$ cat src/inc/srg_map.vh
// status reporting groups: codes, field positions, preset values
`ifndef SRG_MAP_VH
`define SRG_MAP_VH

// width of the stored part of every group register (bit 15 always reads 0)
`define SRG_W 15
`define SRG_PTR_PRESET 15'h7FFF
`define SRG_NTR_PRESET 15'h0000
`define SRG_EN_PRESET 15'h0000

// implemented bits per group
`define SRG_DEV_MASK 15'h001E
`define SRG_OPER_MASK 15'h1C21
`define SRG_CHAN_MASK 15'h0006
`define SRG_MEAS_MASK 15'h0078

// device group bit positions
`define SRG_DEV_A_DET 1
`define SRG_DEV_B_DET 2
`define SRG_DEV_A_ERR 3
`define SRG_DEV_B_ERR 4

// operation group bit positions
`define SRG_OPER_CAL 0
`define SRG_OPER_TRIG 5
`define SRG_OPER_SENSE 10
`define SRG_OPER_LOWER_FAIL 11
`define SRG_OPER_UPPER_FAIL 12

// command group select
`define SRG_GRP_DEV 3'h0
`define SRG_GRP_OPER 3'h1
`define SRG_GRP_CAL 3'h2
`define SRG_GRP_LOWER_FAIL 3'h3
`define SRG_GRP_SENSE 3'h4
`define SRG_GRP_TRIG 3'h5
`define SRG_GRP_UPPER_FAIL 3'h6
`define SRG_GRP_COMMON 3'h7

// register select inside a status group
`define SRG_REG_COND 3'h0
`define SRG_REG_EVENT 3'h1
`define SRG_REG_ENABLE 3'h2
`define SRG_REG_PTR 3'h3
`define SRG_REG_NTR 3'h4

// register select inside the common group
`define SRG_REG_ESE 3'h0
`define SRG_REG_SRE 3'h1
`define SRG_REG_SESR 3'h2
`define SRG_REG_STB 3'h3
`define SRG_REG_EQEN 3'h4

// status byte bit positions
`define SRG_STB_DEV 1
`define SRG_STB_ERRQ 2
`define SRG_STB_ESB 5
`define SRG_STB_RQS 6
`define SRG_STB_OPER 7
`define SRG_EQEN_PRESET 1'b1

`endif

$ cat src/verilog/srg_common.v
// status byte, standard event register and error queue flag
`timescale 1ns/1ns
`include "srg_map.vh"

module srg_common (
	// clock and reset
	input wire clk,
	input wire rst_b,
	// command side
	input wire preset,
	input wire clear_st,
	input wire wr_ese,
	input wire wr_sre,
	input wire wr_eqen,
	input wire [7:0] wdata,
	input wire rd_sesr,
	// events
	input wire [7:0] sesr_set,
	input wire err_push,
	input wire dev_summary,
	input wire oper_summary,
	// contents
	output reg [7:0] ese_reg,
	output reg [7:0] sre_reg,
	output reg [7:0] sesr_reg,
	output reg eqen_reg,
	output reg err_pending_reg,
	output wire [7:0] stb,
	output wire srq
);

	wire [7:0] stb_raw;

	assign stb_raw = {oper_summary, 1'b0, |(sesr_reg & ese_reg), 2'b00, err_pending_reg & eqen_reg, dev_summary, 1'b0}; // [RL17]
	assign srq = |(stb_raw & sre_reg & 8'hBF);
	assign stb = stb_raw | {1'b0, srq, 6'h00};

	always @(posedge clk) begin
		if (!rst_b) begin
			ese_reg <= 8'h00; // [RL12]
			sre_reg <= 8'h00;
			sesr_reg <= 8'h00; // [RL11]
			eqen_reg <= `SRG_EQEN_PRESET; // [RL10]
			err_pending_reg <= 1'b0;
		end else begin
			// only start-up clears the event and service request enables; no command touches them except writes
			if (wr_ese)
				ese_reg <= wdata; // [RL12]
			if (wr_sre)
				sre_reg <= wdata & 8'hBF;
			sesr_reg <= ((clear_st || rd_sesr) ? 8'h00 : sesr_reg) | sesr_set; // [RL11]
			err_pending_reg <= (clear_st ? 1'b0 : err_pending_reg) | err_push;
			if (preset)
				eqen_reg <= `SRG_EQEN_PRESET; // [RL10]
			else if (wr_eqen)
				eqen_reg <= wdata[0];
		end
	end

endmodule

$ cat src/verilog/srg_group.v
// one status group: condition, transition filters, sticky event, enable, summary
`timescale 1ns/1ns
`include "srg_map.vh"

module srg_group #(
	parameter [`SRG_W-1:0] MASK = 15'h7FFF
) (
	// clock and reset
	input wire clk,
	input wire rst_b,
	// command side
	input wire preset,
	input wire clear_ev,
	input wire wr_enable,
	input wire wr_ptr,
	input wire wr_ntr,
	input wire [`SRG_W-1:0] wdata,
	input wire rd_event,
	// live condition
	input wire [`SRG_W-1:0] cond_in,
	// register contents
	output reg [`SRG_W-1:0] cond_reg,
	output reg [`SRG_W-1:0] event_reg,
	output reg [`SRG_W-1:0] enable_reg,
	output reg [`SRG_W-1:0] ptr_reg,
	output reg [`SRG_W-1:0] ntr_reg,
	output wire summary
);

	wire [`SRG_W-1:0] cond_next;
	wire [`SRG_W-1:0] rise;
	wire [`SRG_W-1:0] fall;
	wire [`SRG_W-1:0] ev_set;
	wire [`SRG_W-1:0] event_next;

	// unimplemented positions never see a condition, so never an event
	assign cond_next = cond_in & MASK;
	assign rise = cond_next & ~cond_reg;
	assign fall = ~cond_next & cond_reg;
	assign ev_set = (rise & ptr_reg) | (fall & ntr_reg); // [RL5] [RL6] [RL7] [RL8]
	// a set in the clearing cycle survives the clear
	assign event_next = ((rd_event || clear_ev) ? {`SRG_W{1'b0}} : event_reg) | ev_set; // [RL2] [RL11]
	assign summary = |(event_reg & enable_reg); // [RL22]

	always @(posedge clk) begin
		if (!rst_b) begin
			cond_reg <= {`SRG_W{1'b0}};
			event_reg <= {`SRG_W{1'b0}}; // [RL11]
			enable_reg <= `SRG_EN_PRESET; // [RL10]
			ptr_reg <= `SRG_PTR_PRESET; // [RL9]
			ntr_reg <= `SRG_NTR_PRESET;
		end else begin
			cond_reg <= cond_next;
			event_reg <= event_next;
			if (preset) begin
				enable_reg <= `SRG_EN_PRESET; // [RL9] [RL10]
				ptr_reg <= `SRG_PTR_PRESET;
				ntr_reg <= `SRG_NTR_PRESET;
			end else begin
				if (wr_enable)
					enable_reg <= wdata; // [RL3]
				if (wr_ptr)
					ptr_reg <= wdata; // [RL4]
				if (wr_ntr)
					ntr_reg <= wdata;
			end
		end
	end

endmodule

$ cat src/verilog/srg_top.v
// status reporting groups: device, operation and its five sub-groups plus status byte
//
// Operation
// RL1 - condition read returns 0..32767 and leaves the condition unchanged
// RL2 - event read returns latched bits then clears the whole event register
// RL3 - enable writable and readable; bit 15 always reads zero
// RL4 - both transition filters writable and readable; bit 15 always reads zero
// RL5 - rising condition with positive filter bit sets the event bit
// RL6 - falling condition with negative filter bit sets the event bit
// RL7 - both filter bits set: either edge sets the event bit
// RL8 - both filter bits clear: changes never set the event bit
// RL9 - preset loads positive filters 0x7fff, clears negative filters and enables
// RL10 - filters, enables, queue enable preset at start-up and status preset only
// RL11 - events, queue, event status, status byte cleared at start-up and clear-status
// RL12 - event and service request enables cleared only at start-up
// RL13 - device group: bits 1,2 detection, 3,4 error, 5,6 reserved, others zero
// RL14 - detection condition follows connection; event bit marks connection or removal
// RL15 - negative filter catches removal, positive filter catches insertion
// RL16 - channel error bit reads 1 while that channel reports an error
// RL17 - device group summary drives status byte bit 1
// RL18 - operation bits 0,5,10,11,12 are the sub-group summaries; others zero
// RL19 - operation structure: top group plus five full sub-groups
// RL20 - calibration group bits 1,2 show channels zeroing; summary to operation bit 0
// RL21 - trigger group bits 1,2 show channels waiting; summary to operation bit 5
// RL22 - group summary is OR of event AND enable; parent condition follows it
`timescale 1ns/1ns
`include "srg_map.vh"

module srg_top (
	// clock and reset
	input wire clk,
	input wire rst_b,
	// host command port
	input wire cmd_valid,
	input wire cmd_write,
	input wire [2:0] cmd_group,
	input wire [2:0] cmd_reg,
	input wire [15:0] cmd_wdata,
	output reg rsp_valid,
	output reg rsp_err,
	output reg [15:0] rsp_data,
	// common status commands
	input wire cls_cmd,
	input wire rst_cmd,
	input wire preset_cmd,
	// channel state
	input wire ch_a_present,
	input wire ch_b_present,
	input wire ch_a_error,
	input wire ch_b_error,
	input wire [1:0] cal_busy,
	input wire [1:0] trig_wait,
	input wire [1:0] sense_busy,
	input wire [3:0] lower_limit_fail,
	input wire [3:0] upper_limit_fail,
	// standard event and error queue sources
	input wire [7:0] sesr_set,
	input wire err_push,
	// status outputs
	output wire [7:0] status_byte,
	output wire service_request,
	output wire dev_summary,
	output wire oper_summary
);

	localparam W = `SRG_W;
	localparam NGRP = 7;

	wire cmd_rd;
	wire cmd_wr;
	wire [NGRP-1:0] grp_hit;
	wire [NGRP-1:0] wr_en_v;
	wire [NGRP-1:0] wr_ptr_v;
	wire [NGRP-1:0] wr_ntr_v;
	wire [NGRP-1:0] rd_ev_v;
	wire [W-1:0] wdata15;
	wire common_hit;

	wire [W-1:0] cond_dev;
	wire [W-1:0] cond_oper;
	wire [W-1:0] cond_cal;
	wire [W-1:0] cond_lower_fail;
	wire [W-1:0] cond_sense;
	wire [W-1:0] cond_trig;
	wire [W-1:0] cond_upper_fail;

	wire [W*NGRP-1:0] cond_bus;
	wire [W*NGRP-1:0] event_bus;
	wire [W*NGRP-1:0] enable_bus;
	wire [W*NGRP-1:0] ptr_bus;
	wire [W*NGRP-1:0] ntr_bus;
	wire [NGRP-1:0] summ;

	wire [7:0] ese_val;
	wire [7:0] sre_val;
	wire [7:0] sesr_val;
	wire eqen_val;
	wire [7:0] stb_val;

	reg [W-1:0] sel_word;
	reg sel_ok;
	reg [15:0] rsp_data_next;
	reg rsp_err_next;
	integer gi;

	// *RST reaches the status logic only to be ignored, which keeps every
	// status register untouched by it
	wire rst_cmd_unused;
	assign rst_cmd_unused = rst_cmd; // [RL10] [RL11] [RL12]

	assign cmd_rd = cmd_valid && !cmd_write;
	assign cmd_wr = cmd_valid && cmd_write;
	assign common_hit = (cmd_group == `SRG_GRP_COMMON);
	// bit 15 of written data is dropped so it can never read back
	assign wdata15 = cmd_wdata[W-1:0]; // [RL3] [RL4]

	genvar g;
	generate
		for (g = 0; g < NGRP; g = g + 1) begin : dec
			localparam [2:0] GSEL = g;
			assign grp_hit[g] = (cmd_group == GSEL);
			assign wr_en_v[g] = cmd_wr && grp_hit[g] && (cmd_reg == `SRG_REG_ENABLE); // [RL3]
			assign wr_ptr_v[g] = cmd_wr && grp_hit[g] && (cmd_reg == `SRG_REG_PTR); // [RL4]
			assign wr_ntr_v[g] = cmd_wr && grp_hit[g] && (cmd_reg == `SRG_REG_NTR);
			assign rd_ev_v[g] = cmd_rd && grp_hit[g] && (cmd_reg == `SRG_REG_EVENT); // [RL2]
		end
	endgenerate

	// condition vectors
	assign cond_dev = {10'h000, ch_b_error, ch_a_error, ch_b_present, ch_a_present, 1'b0}; // [RL13] [RL14] [RL16]
	assign cond_cal = {12'h000, cal_busy, 1'b0}; // [RL20]
	assign cond_trig = {12'h000, trig_wait, 1'b0}; // [RL21]
	assign cond_sense = {12'h000, sense_busy, 1'b0};
	assign cond_lower_fail = {8'h00, lower_limit_fail, 3'h0};
	assign cond_upper_fail = {8'h00, upper_limit_fail, 3'h0};
	// parent condition follows sub-group summaries
	assign cond_oper = {2'b00, summ[`SRG_GRP_UPPER_FAIL], summ[`SRG_GRP_LOWER_FAIL], summ[`SRG_GRP_SENSE], 4'h0,
		summ[`SRG_GRP_TRIG], 4'h0, summ[`SRG_GRP_CAL]}; // [RL18] [RL20] [RL21] [RL22]

	srg_group #(.MASK(`SRG_DEV_MASK)) u_dev ( // [RL13] [RL15]
		.clk(clk),
		.rst_b(rst_b),
		.preset(preset_cmd),
		.clear_ev(cls_cmd),
		.wr_enable(wr_en_v[0]),
		.wr_ptr(wr_ptr_v[0]),
		.wr_ntr(wr_ntr_v[0]),
		.wdata(wdata15),
		.rd_event(rd_ev_v[0]),
		.cond_in(cond_dev),
		.cond_reg(cond_bus[0*W +: W]),
		.event_reg(event_bus[0*W +: W]),
		.enable_reg(enable_bus[0*W +: W]),
		.ptr_reg(ptr_bus[0*W +: W]),
		.ntr_reg(ntr_bus[0*W +: W]),
		.summary(summ[0])
	);

	srg_group #(.MASK(`SRG_OPER_MASK)) u_oper ( // [RL19]
		.clk(clk),
		.rst_b(rst_b),
		.preset(preset_cmd),
		.clear_ev(cls_cmd),
		.wr_enable(wr_en_v[1]),
		.wr_ptr(wr_ptr_v[1]),
		.wr_ntr(wr_ntr_v[1]),
		.wdata(wdata15),
		.rd_event(rd_ev_v[1]),
		.cond_in(cond_oper),
		.cond_reg(cond_bus[1*W +: W]),
		.event_reg(event_bus[1*W +: W]),
		.enable_reg(enable_bus[1*W +: W]),
		.ptr_reg(ptr_bus[1*W +: W]),
		.ntr_reg(ntr_bus[1*W +: W]),
		.summary(summ[1])
	);

	srg_group #(.MASK(`SRG_CHAN_MASK)) u_cal (
		.clk(clk),
		.rst_b(rst_b),
		.preset(preset_cmd),
		.clear_ev(cls_cmd),
		.wr_enable(wr_en_v[2]),
		.wr_ptr(wr_ptr_v[2]),
		.wr_ntr(wr_ntr_v[2]),
		.wdata(wdata15),
		.rd_event(rd_ev_v[2]),
		.cond_in(cond_cal),
		.cond_reg(cond_bus[2*W +: W]),
		.event_reg(event_bus[2*W +: W]),
		.enable_reg(enable_bus[2*W +: W]),
		.ptr_reg(ptr_bus[2*W +: W]),
		.ntr_reg(ntr_bus[2*W +: W]),
		.summary(summ[2])
	);

	srg_group #(.MASK(`SRG_MEAS_MASK)) u_lower_limit_fail_group (
		.clk(clk),
		.rst_b(rst_b),
		.preset(preset_cmd),
		.clear_ev(cls_cmd),
		.wr_enable(wr_en_v[3]),
		.wr_ptr(wr_ptr_v[3]),
		.wr_ntr(wr_ntr_v[3]),
		.wdata(wdata15),
		.rd_event(rd_ev_v[3]),
		.cond_in(cond_lower_fail),
		.cond_reg(cond_bus[3*W +: W]),
		.event_reg(event_bus[3*W +: W]),
		.enable_reg(enable_bus[3*W +: W]),
		.ptr_reg(ptr_bus[3*W +: W]),
		.ntr_reg(ntr_bus[3*W +: W]),
		.summary(summ[3])
	);

	srg_group #(.MASK(`SRG_CHAN_MASK)) u_sense (
		.clk(clk),
		.rst_b(rst_b),
		.preset(preset_cmd),
		.clear_ev(cls_cmd),
		.wr_enable(wr_en_v[4]),
		.wr_ptr(wr_ptr_v[4]),
		.wr_ntr(wr_ntr_v[4]),
		.wdata(wdata15),
		.rd_event(rd_ev_v[4]),
		.cond_in(cond_sense),
		.cond_reg(cond_bus[4*W +: W]),
		.event_reg(event_bus[4*W +: W]),
		.enable_reg(enable_bus[4*W +: W]),
		.ptr_reg(ptr_bus[4*W +: W]),
		.ntr_reg(ntr_bus[4*W +: W]),
		.summary(summ[4])
	);

	srg_group #(.MASK(`SRG_CHAN_MASK)) u_trig (
		.clk(clk),
		.rst_b(rst_b),
		.preset(preset_cmd),
		.clear_ev(cls_cmd),
		.wr_enable(wr_en_v[5]),
		.wr_ptr(wr_ptr_v[5]),
		.wr_ntr(wr_ntr_v[5]),
		.wdata(wdata15),
		.rd_event(rd_ev_v[5]),
		.cond_in(cond_trig),
		.cond_reg(cond_bus[5*W +: W]),
		.event_reg(event_bus[5*W +: W]),
		.enable_reg(enable_bus[5*W +: W]),
		.ptr_reg(ptr_bus[5*W +: W]),
		.ntr_reg(ntr_bus[5*W +: W]),
		.summary(summ[5])
	);

	srg_group #(.MASK(`SRG_MEAS_MASK)) u_upper_limit_fail_group (
		.clk(clk),
		.rst_b(rst_b),
		.preset(preset_cmd),
		.clear_ev(cls_cmd),
		.wr_enable(wr_en_v[6]),
		.wr_ptr(wr_ptr_v[6]),
		.wr_ntr(wr_ntr_v[6]),
		.wdata(wdata15),
		.rd_event(rd_ev_v[6]),
		.cond_in(cond_upper_fail),
		.cond_reg(cond_bus[6*W +: W]),
		.event_reg(event_bus[6*W +: W]),
		.enable_reg(enable_bus[6*W +: W]),
		.ptr_reg(ptr_bus[6*W +: W]),
		.ntr_reg(ntr_bus[6*W +: W]),
		.summary(summ[6])
	);

	srg_common u_common (
		.clk(clk),
		.rst_b(rst_b),
		.preset(preset_cmd),
		.clear_st(cls_cmd),
		.wr_ese(cmd_wr && common_hit && (cmd_reg == `SRG_REG_ESE)),
		.wr_sre(cmd_wr && common_hit && (cmd_reg == `SRG_REG_SRE)),
		.wr_eqen(cmd_wr && common_hit && (cmd_reg == `SRG_REG_EQEN)),
		.wdata(cmd_wdata[7:0]),
		.rd_sesr(cmd_rd && common_hit && (cmd_reg == `SRG_REG_SESR)),
		.sesr_set(sesr_set),
		.err_push(err_push),
		.dev_summary(summ[0]),
		.oper_summary(summ[1]),
		.ese_reg(ese_val),
		.sre_reg(sre_val),
		.sesr_reg(sesr_val),
		.eqen_reg(eqen_val),
		.err_pending_reg(),
		.stb(stb_val),
		.srq(service_request)
	);

	assign status_byte = stb_val; // [RL17]
	assign dev_summary = summ[0];
	assign oper_summary = summ[1];

	// read selection; the value is taken before the read-clear lands
	always @* begin
		sel_word = {W{1'b0}};
		sel_ok = 1'b0;
		for (gi = 0; gi < NGRP; gi = gi + 1) begin
			if (cmd_group == gi[2:0]) begin
				case (cmd_reg)
				`SRG_REG_COND: begin
					sel_word = cond_bus[gi*W +: W]; // [RL1]
					sel_ok = 1'b1;
				end
				`SRG_REG_EVENT: begin
					sel_word = event_bus[gi*W +: W]; // [RL2]
					sel_ok = 1'b1;
				end
				`SRG_REG_ENABLE: begin
					sel_word = enable_bus[gi*W +: W]; // [RL3]
					sel_ok = 1'b1;
				end
				`SRG_REG_PTR: begin
					sel_word = ptr_bus[gi*W +: W]; // [RL4]
					sel_ok = 1'b1;
				end
				`SRG_REG_NTR: begin
					sel_word = ntr_bus[gi*W +: W];
					sel_ok = 1'b1;
				end
				default: begin
					sel_word = {W{1'b0}};
					sel_ok = 1'b0;
				end
				endcase
			end
		end
	end

	always @* begin
		rsp_data_next = 16'h0000;
		rsp_err_next = 1'b0;
		if (common_hit) begin
			case (cmd_reg)
			`SRG_REG_ESE: rsp_data_next = {8'h00, ese_val};
			`SRG_REG_SRE: rsp_data_next = {8'h00, sre_val};
			`SRG_REG_SESR: rsp_data_next = {8'h00, sesr_val};
			`SRG_REG_STB: rsp_data_next = {8'h00, stb_val};
			`SRG_REG_EQEN: rsp_data_next = {15'h0000, eqen_val};
			default: rsp_err_next = 1'b1;
			endcase
			// status byte and event status are read-only
			if (cmd_write && (cmd_reg == `SRG_REG_SESR || cmd_reg == `SRG_REG_STB))
				rsp_err_next = 1'b1;
		end else begin
			rsp_data_next = {1'b0, sel_word}; // [RL1] [RL3] [RL4]
			rsp_err_next = !sel_ok;
			// condition and event are read-only; a write there is refused
			if (cmd_write && (cmd_reg == `SRG_REG_COND || cmd_reg == `SRG_REG_EVENT))
				rsp_err_next = 1'b1;
		end
		if (cmd_write)
			rsp_data_next = 16'h0000;
	end

	always @(posedge clk) begin
		if (!rst_b) begin
			rsp_valid <= 1'b0;
			rsp_err <= 1'b0;
			rsp_data <= 16'h0000;
		end else begin
			rsp_valid <= cmd_valid;
			rsp_err <= cmd_valid && rsp_err_next;
			rsp_data <= cmd_valid ? rsp_data_next : 16'h0000;
		end
	end

endmodule
$ cat config.mk
export PLATFORM = sky130hd
export DESIGN_NAME = srg_top
export DESIGN_NICKNAME = d
export VERILOG_FILES = /design/src/verilog/srg_common.v /design/src/verilog/srg_group.v /design/src/verilog/srg_top.v
export VERILOG_INCLUDE_DIRS = /design/src /design/src/inc
export SDC_FILE = /design/constraint.sdc
export NUM_CORES = 1
export LEC_CHECK = 0
export BUFFER_PORTS_ARGS = -buffer_cell sky130_fd_sc_hd__buf_2
export CAP_MARGIN = 20
export CORE_MARGIN = 5
export CORE_UTILIZATION = 43
export DETAILED_ROUTE_END_ITERATION = 8
export SLEW_MARGIN = 5
export SYNTH_ARGS = -nofsm -noshare
export SYNTH_HDL_FRONTEND = slang
export SYNTH_SLANG_ARGS = --single-unit
$ cat constraint.sdc
create_clock -name clk -period 1.5 [get_ports clk]
set_input_delay 0.15 -clock clk [delete_from_list [all_inputs] [get_ports clk]]
set_output_delay 0.15 -clock clk [all_outputs]
set_load 0.005 [all_outputs]
==> results by group, run 1 <==
Finish
  • Post-route cell area: 23100 um2
  • Commonest non-fill, non-tap cells in the layout: nand2_1 (703), dfxtp_1 (392), a21oi_1 (304)
  • Layout cells sized above 1: 21.8%
  • Fillers: 3761
  • Leading cell type in the layout, fill and taps excluded: nand2_1
  • P&R area growth vs syn: 29.0%
  • Antenna diodes: 0
  • Nets@finish: 2646

Drt
  • Via count: 18500
  • DRT Pass-1 Iters: 8
  • Iteration-0 DRC Markers: 2096
  • Post-DRT Antenna Nets: 0
  • Final wirelength: 71.6 mm
  • Avg Vias per Cell: 5.85
  • Drt drc: 0
  • Wirelength per Cell: 22.7 um

GRT
  • M2 GR Usage: 48.7%
  • Vias in the first global route: 17800
  • GRT overflow: 0
  • First-pass GRT wire length: 108 mm
  • Grt peak-use layer: met2
  • GRT Util Overall: 30.8%
  • Met3 GRT Util: 6.13%
  • Largest net degree at the start of global routing: 80
  • Met1 Use GR: 40.8%
  • Initial antenna violation count: 2

STA
  • Final WS setup: -0.596 ns
  • Final hold violations: 0
  • FMAX: 477 MHz
  • Max Slew Vio Count: 0
  • Min Hold Slack: 0.0237 ns
  • Post-route minimum period: 2.10 ns
  • Setup violations, final: 15
  • Least-Margin Pin Slew: 0.645 ns
  • Relative slew slack: 57.0%
  • RSZ-0062 raised after global routing: true
  • Final Skew: 0.0152 ns
  • Tcrit/Tclk final: 140%
  • Sum Neg Setup Slack: -4.23 ns

Outcome
  • Failing checks: setup timing
  • Status: finished with violations

Clock network
  • Clk slew on worst S/H paths: 0.06 ns
  • Clk sinks: 403
  • Maximum clock insertion buffer count: 3
  • CTS tree: yes
  • Total CTS buffers: 46
  • Clk Latency, worst-skew pair: 0.59 ns
  • Root Buffer: clkbuf_16
  • CTS H-tree lvls: 2

Synthesis
  • FFs w/ async S/R, synth: 0%
  • Synth area leader: dfxtp_1
  • Flop and latch count out of synthesis: 403
  • Ys Warns: 0
  • EDFF count, synth: 0
  • Synthesized area: 17900 um2
  • Share of the synthesized area in the top cell type: 45.2%
  • Synth cell types: 65
  • Post-synth top flop: dfxtp_1
  • Area contributors post-synth: dfxtp_1 (45%), nand2_1 (15%), a21oi_1 (8.7%)
  • Mapped Avg Cell Area: 7.75 um2
  • Syn Inst Count: 2304
  • Sequential share of the synthesized area: 45.2%

Floorplanning
  • Ports: 85
  • Die Y-Extent: 214 um
  • Die area: 45700 um2
  • Floorplan die width: 214 um
  • Core Footprint: 40900 um2
  • Starting density of the core: 43.7%
  • Row count: 74

Critical path
  • CP most frequent cell: nand2_2
  • Critical Path End Type: output port
  • Reg2reg start: u_oper.event_reg[0]
  • Crit path max-delay cell type: a222oi_1
  • CP Launch Type: flop
  • Data arrival time of the critical path: 1.95 ns
  • Crit Path Max Fanout: 3
  • WP data required: 1.35 ns
  • Critical Path Max Stage Delay: 0.44 ns
  • Critical-path cell list: a222oi_1, nand2_1, buf_6, nand2_2, nand2_2, buf_2
  • Worst Setup Path Type: flop to output port
  • Crit path max-delay family: compound AO/OA/AOI/OAI gates
  • Critical path origin: u_oper.event_reg[0]
  • CP bufs+invs: 2

Hold path
  • HP Start: cmd_wdata[11]
  • Min-Delay Path Class: primary input to flop

Power
  • Gate power share: 9.3%
  • Clock power share: 46.5%
  • Static leakage: 8.88 nW
  • Pwr Total: 24.6 mW
  • VDD IR max: 686 uV
  • Sequential Power Share: 44.2%
  • Psw: 6.10 mW
  • Switch share: 24.8%
  • Internal power: 18.5 mW
  • Power Dens Cells: 1070 nW/um2

Place
  • Setup WS pre-CTS: -0.763 ns
  • DPL Wire Length: 49.8 mm
  • Port bufs: 78
  • RD Place Congestion: 0.981
  • Post-Place Cell Area: 20800 um2

Flow run
  • Max-Cap Viols: 0
-- worst paths after layout --
check | slack, ns | depth (start not counted) | endpoint
worst min-delay path | 0.02 | 4 | u_upper_limit_fail_group.enable_reg[11]
worst max register to register | -0.53 | 6 | rsp_data[7]
worst max-delay path | -0.60 | 6 | status_byte[6]
worst min register to register | 0.45 | 2 | u_sense.enable_reg[10]
-- layout make-up --
type                       count  area [um2]  share of cell area [%]
timing repair buffer         433        3710                    16.1
clock buffer                  70        1380                    5.97
multi-input combinational   1700        9060                    39.3
sequential                   403        8080                    35.1
clock inverter                11         135                   0.586
inverter                       6        22.5                  0.0977
tap                          532         666                    2.89
-- repair_timing --
action / in CTS / in global routing
resized for setup: 42 / 41
cloned: 0 / 0
buffers inserted: 6 / 7
hold endpoints to repair: 64 / 0
pin swaps: 13 / 18
setup endpoints to repair: 65 / 141
hold buffers: 32 / 0
-- through the flow --
stage / cells / utilization (%)
5_1_grt: 3155 / 56.3
6_report: 3155 / 56.3
4_1_cts: 3148 / 55.8
2_1_floorplan: 2307 / -
3_5_place_dp: 3032 / 50.9
3_3_place_gp: 3032 / 50.9
-- cells in the mapped netlist, drive strengths merged (4+ instances only) --
| library cell | n |
|---|---|
| nor2b | 5 |
| o31ai | 4 |
| buf | 102 |
| a32oi | 4 |
| nand4 | 7 |
| a22o | 31 |
| mux2i | 49 |
| o32ai | 4 |
| mux4 | 6 |
| a22oi | 95 |
| and2 | 22 |
| clkbuf | 96 |
| inv | 6 |
| nand3 | 118 |
| nor3 | 12 |
| nand2b | 8 |
| mux2 | 11 |
| nand2 | 708 |
| o22ai | 11 |
| o211ai | 7 |
| nor2 | 99 |
| a31oi | 6 |
| o221ai | 5 |
| a32o | 4 |
| nor3b | 4 |
| a41oi | 7 |
| o21ai | 91 |
| nand3b | 22 |
| a21oi | 309 |
| dfxtp | 403 |
| a221oi | 7 |
| a211oi | 9 |
-- routing by layer --
metal | vias up | routed length, um
li1 | 8506 | -
met4 | 4 | 3840
met5 | - | 27
met2 | 961 | 32100
met3 | 214 | 6600
met1 | 8769 | 29100
-- tightest hold or removal path, stage by stage --
cell and delay [ns]:
buf_2 0.11, buf_12 0.15, nand2_1 0.07, a21oi_1 0.05
-- power by group through the flow --
| stage | combinational, mW | sequential (mW) | clock, mW |
|---|---|---|---|
| after floorplan | 1.04 | 11.1 | 0 |
| after global placement | 2.09 | 11.1 | 0 |
| after detailed placement | 2.11 | 11.1 | 0 |
| after CTS | 2.20 | 10.9 | 11.5 |
| after global routing | 2.40 | 10.9 | 11.9 |
| final | 2.29 | 10.9 | 11.4 |
-- cell families (layout without fill, tap and decap cells) --
group	Yosys count	count (layout)	share of synthesized area, %
simple gates	1019	1019	24.3
compound gates	611	611	20.7
flops	403	403	45.2
buf+inv	204	520	5.60
mux	66	66	4.19
other cells	1	4	0.0210
Note: power is estimated with default switching activity, not from simulation.
==> run 2, diff against run 1 <==
--- a/config.mk
+++ b/config.mk
@@ -11,6 +11,7 @@
 export CORE_MARGIN = 5
 export CORE_UTILIZATION = 43
 export DETAILED_ROUTE_END_ITERATION = 8
+export SETUP_SLACK_MARGIN = 0.3
 export SLEW_MARGIN = 5
 export SYNTH_ARGS = -nofsm -noshare
 export SYNTH_HDL_FRONTEND = slang
==> run 2 against run 1 <==
The flow still finishes with violations (setup timing). Non-clock buffer count increased by 50. Highest routed layer is now met4. Largest power group unchanged. Critical path depth unchanged. Sequential power about the same. First-iteration DRC count increased by 7.3%.
==> results by group, run 2 (synthesis gave the netlist of run 1 again) <==
STA
  • Final Skew: 0.0116 ns
  • Final hold violations: 0
  • Relative slew slack: 37.8%
  • Least-Margin Pin Slew: 0.933 ns
  • Max Slew Vio Count: 0
  • Post-route minimum period: 2.14 ns
  • Final WS setup: -0.635 ns
  • FMAX: 468 MHz
  • RSZ-0062 raised after global routing: true
  • Setup violations, final: 14
  • Tcrit/Tclk final: 142%

Finish
  • Fillers: 3393
  • Antenna diodes: 0
  • Finished Core Util: 63.4%
  • Commonest non-fill, non-tap cells in the layout: nand2_1 (560), dfxtp_1 (376), buf_4 (242)
  • Nets@finish: 2698
  • Post-route cell area: 26000 um2
  • Leading cell type in the layout, fill and taps excluded: nand2_1
  • Post-route insts no fill: 3204
  • Layout cells sized above 1: 36.3%
  • P&R area growth vs syn: 45.3%

Outcome
  • Failing checks: setup timing
  • Status: finished with violations

Critical path
  • Reg2reg start: u_common.sesr_reg[6]
  • Worst R2R End: rsp_data[6]
  • Reg-to-reg slack, setup: -0.45 ns
  • WP data required: 1.35 ns
  • Crit Path Max Fanout: 2
  • CP Launch Type: flop
  • Worst R2R Path Depth: 10
  • Data arrival time of the critical path: 1.99 ns
  • Worst Setup Path Type: flop to output port
  • Critical Path End Type: output port

Hold path
  • Min-Delay Path Class: primary input to flop
  • Hold EP: u_common.eqen_reg
  • Worst hold stages: 4
  • HP Start: preset_cmd

Floorplanning
  • Starting density of the core: 43.7%
  • Core Footprint: 40900 um2
  • Floorplan die width: 214 um
  • Die Y-Extent: 214 um
  • Row count: 74
  • Die area: 45700 um2
  • Ports: 85

Drt
  • Post-DRT Antenna Nets: 0
  • Avg Vias per Cell: 6.06
  • DRT Pass-1 Iters: 8
  • Wirelength per Cell: 24.5 um
  • Via count: 19400
  • Iteration-0 DRC Markers: 2248
  • Drt drc: 0
  • Final wirelength: 78.6 mm

Power
  • VDD IR max: 807 uV
  • Static leakage: 10.4 nW
  • Power Dens Cells: 951 nW/um2

Place
  • RD Place Congestion: 1.02
  • Post-Place Cell Area: 21400 um2
  • DP Cell Count: 3039
  • DPL Wire Length: 51.2 mm
  • Port bufs: 78

GRT
  • GRT Util Overall: 32.2%
  • Initial antenna violation count: 2
  • First-pass GRT wire length: 112 mm
  • GRT overflow: 0
  • Largest net degree at the start of global routing: 63
  • Vias in the first global route: 18200

Clock network
  • Total CTS buffers: 45
  • Clk slew on worst S/H paths: 0.06 ns
  • CTS H-tree lvls: 2
  • Clk sinks: 403
  • Clk Latency, worst-skew pair: 0.58 ns
  • Maximum clock insertion buffer count: 3
  • Root Buffer: clkbuf_16
  • CTS tree: yes

Flow run
  • Max-Cap Viols: 0
run 2: power breakdown:
part / total, mW / switching [mW] / internal, mW
Clock: 11.1 / 4.63 / 6.44
Sequential: 10.9 / 0.0756 / 10.8
Combinational: 2.75 / 1.68 / 1.07
run 2: layer usage:
| layer | wire [um] | track usage [%] | part of all wire (%) | vias up |
|---|---|---|---|---|
| li1 | - | - | - | 8627 |
| met3 | 7160 | 5.33 | 9.1 | 215 |
| met2 | 36000 | 52.0 | 46 | 1067 |
| met4 | 4100 | 15.2 | 5.2 | 0 |
| met1 | 31300 | 42.3 | 40 | 9522 |
| met5 | 0 | 0 | 0 | - |
run 2: cell type report:
type | count | area [um2] | share of cell area, %
sequential | 403 | 8110 | 31.2
timing repair buffer | 483 | 4850 | 18.7
clock inverter | 12 | 120 | 0.463
clock buffer | 65 | 1320 | 5.10
multi-input combinational | 1703 | 10900 | 41.8
tap | 532 | 666 | 2.56
inverter | 6 | 30.0 | 0.116
run 2: worst max path at each step:
stage	from	to	slack [ns]
global route	u_common.sesr_reg[6]	status_byte[6]	-0.68
detailed placement	cmd_reg[2]	rsp_data[4]	-0.71
CTS	u_common.ese_reg[6]	service_request	-0.66
floorplan	cmd_reg[1]	rsp_data[4]	-0.06
global placement	cmd_reg[2]	rsp_data[4]	-0.66
finish	u_common.sesr_reg[6]	status_byte[6]	-0.64
run 2: what timing repair did:
action / 4_1_cts / 5_1_grt
hold buffers: 32 / 0
setup buffers: 28 / 15
setup endpoints to repair: 354 / 367
resized for setup: 255 / 353
endpoints found under the hold margin: 53 / 0
cloned: 6 / 7
pin swaps: 70 / 178
run 2: per-stage QoR:
stage	hold slack [ns]	worst slack [ns]	setup TNS, ns	power (mW)
3_3_place_gp	0.359	-0.664	-156.74	13.3
4_1_cts	0.00810	-0.655	-4.97	24.5
6_report	0.0480	-0.635	-5.10	24.7
3_5_place_dp	0.369	-0.713	-165.08	13.3
2_1_floorplan	0.267	-0.0565	-0.722	12.2
5_1_grt	0.0424	-0.684	-5.78	25.2
run 2: critical path, stage by stage (launching register included):
cell	delay, ns
dfxtp_2	0.32
a22oi_2	0.21
nand4_1	0.17
a222oi_1	0.36
nand2_2	0.12
buf_6	0.14
buf_6	0.10
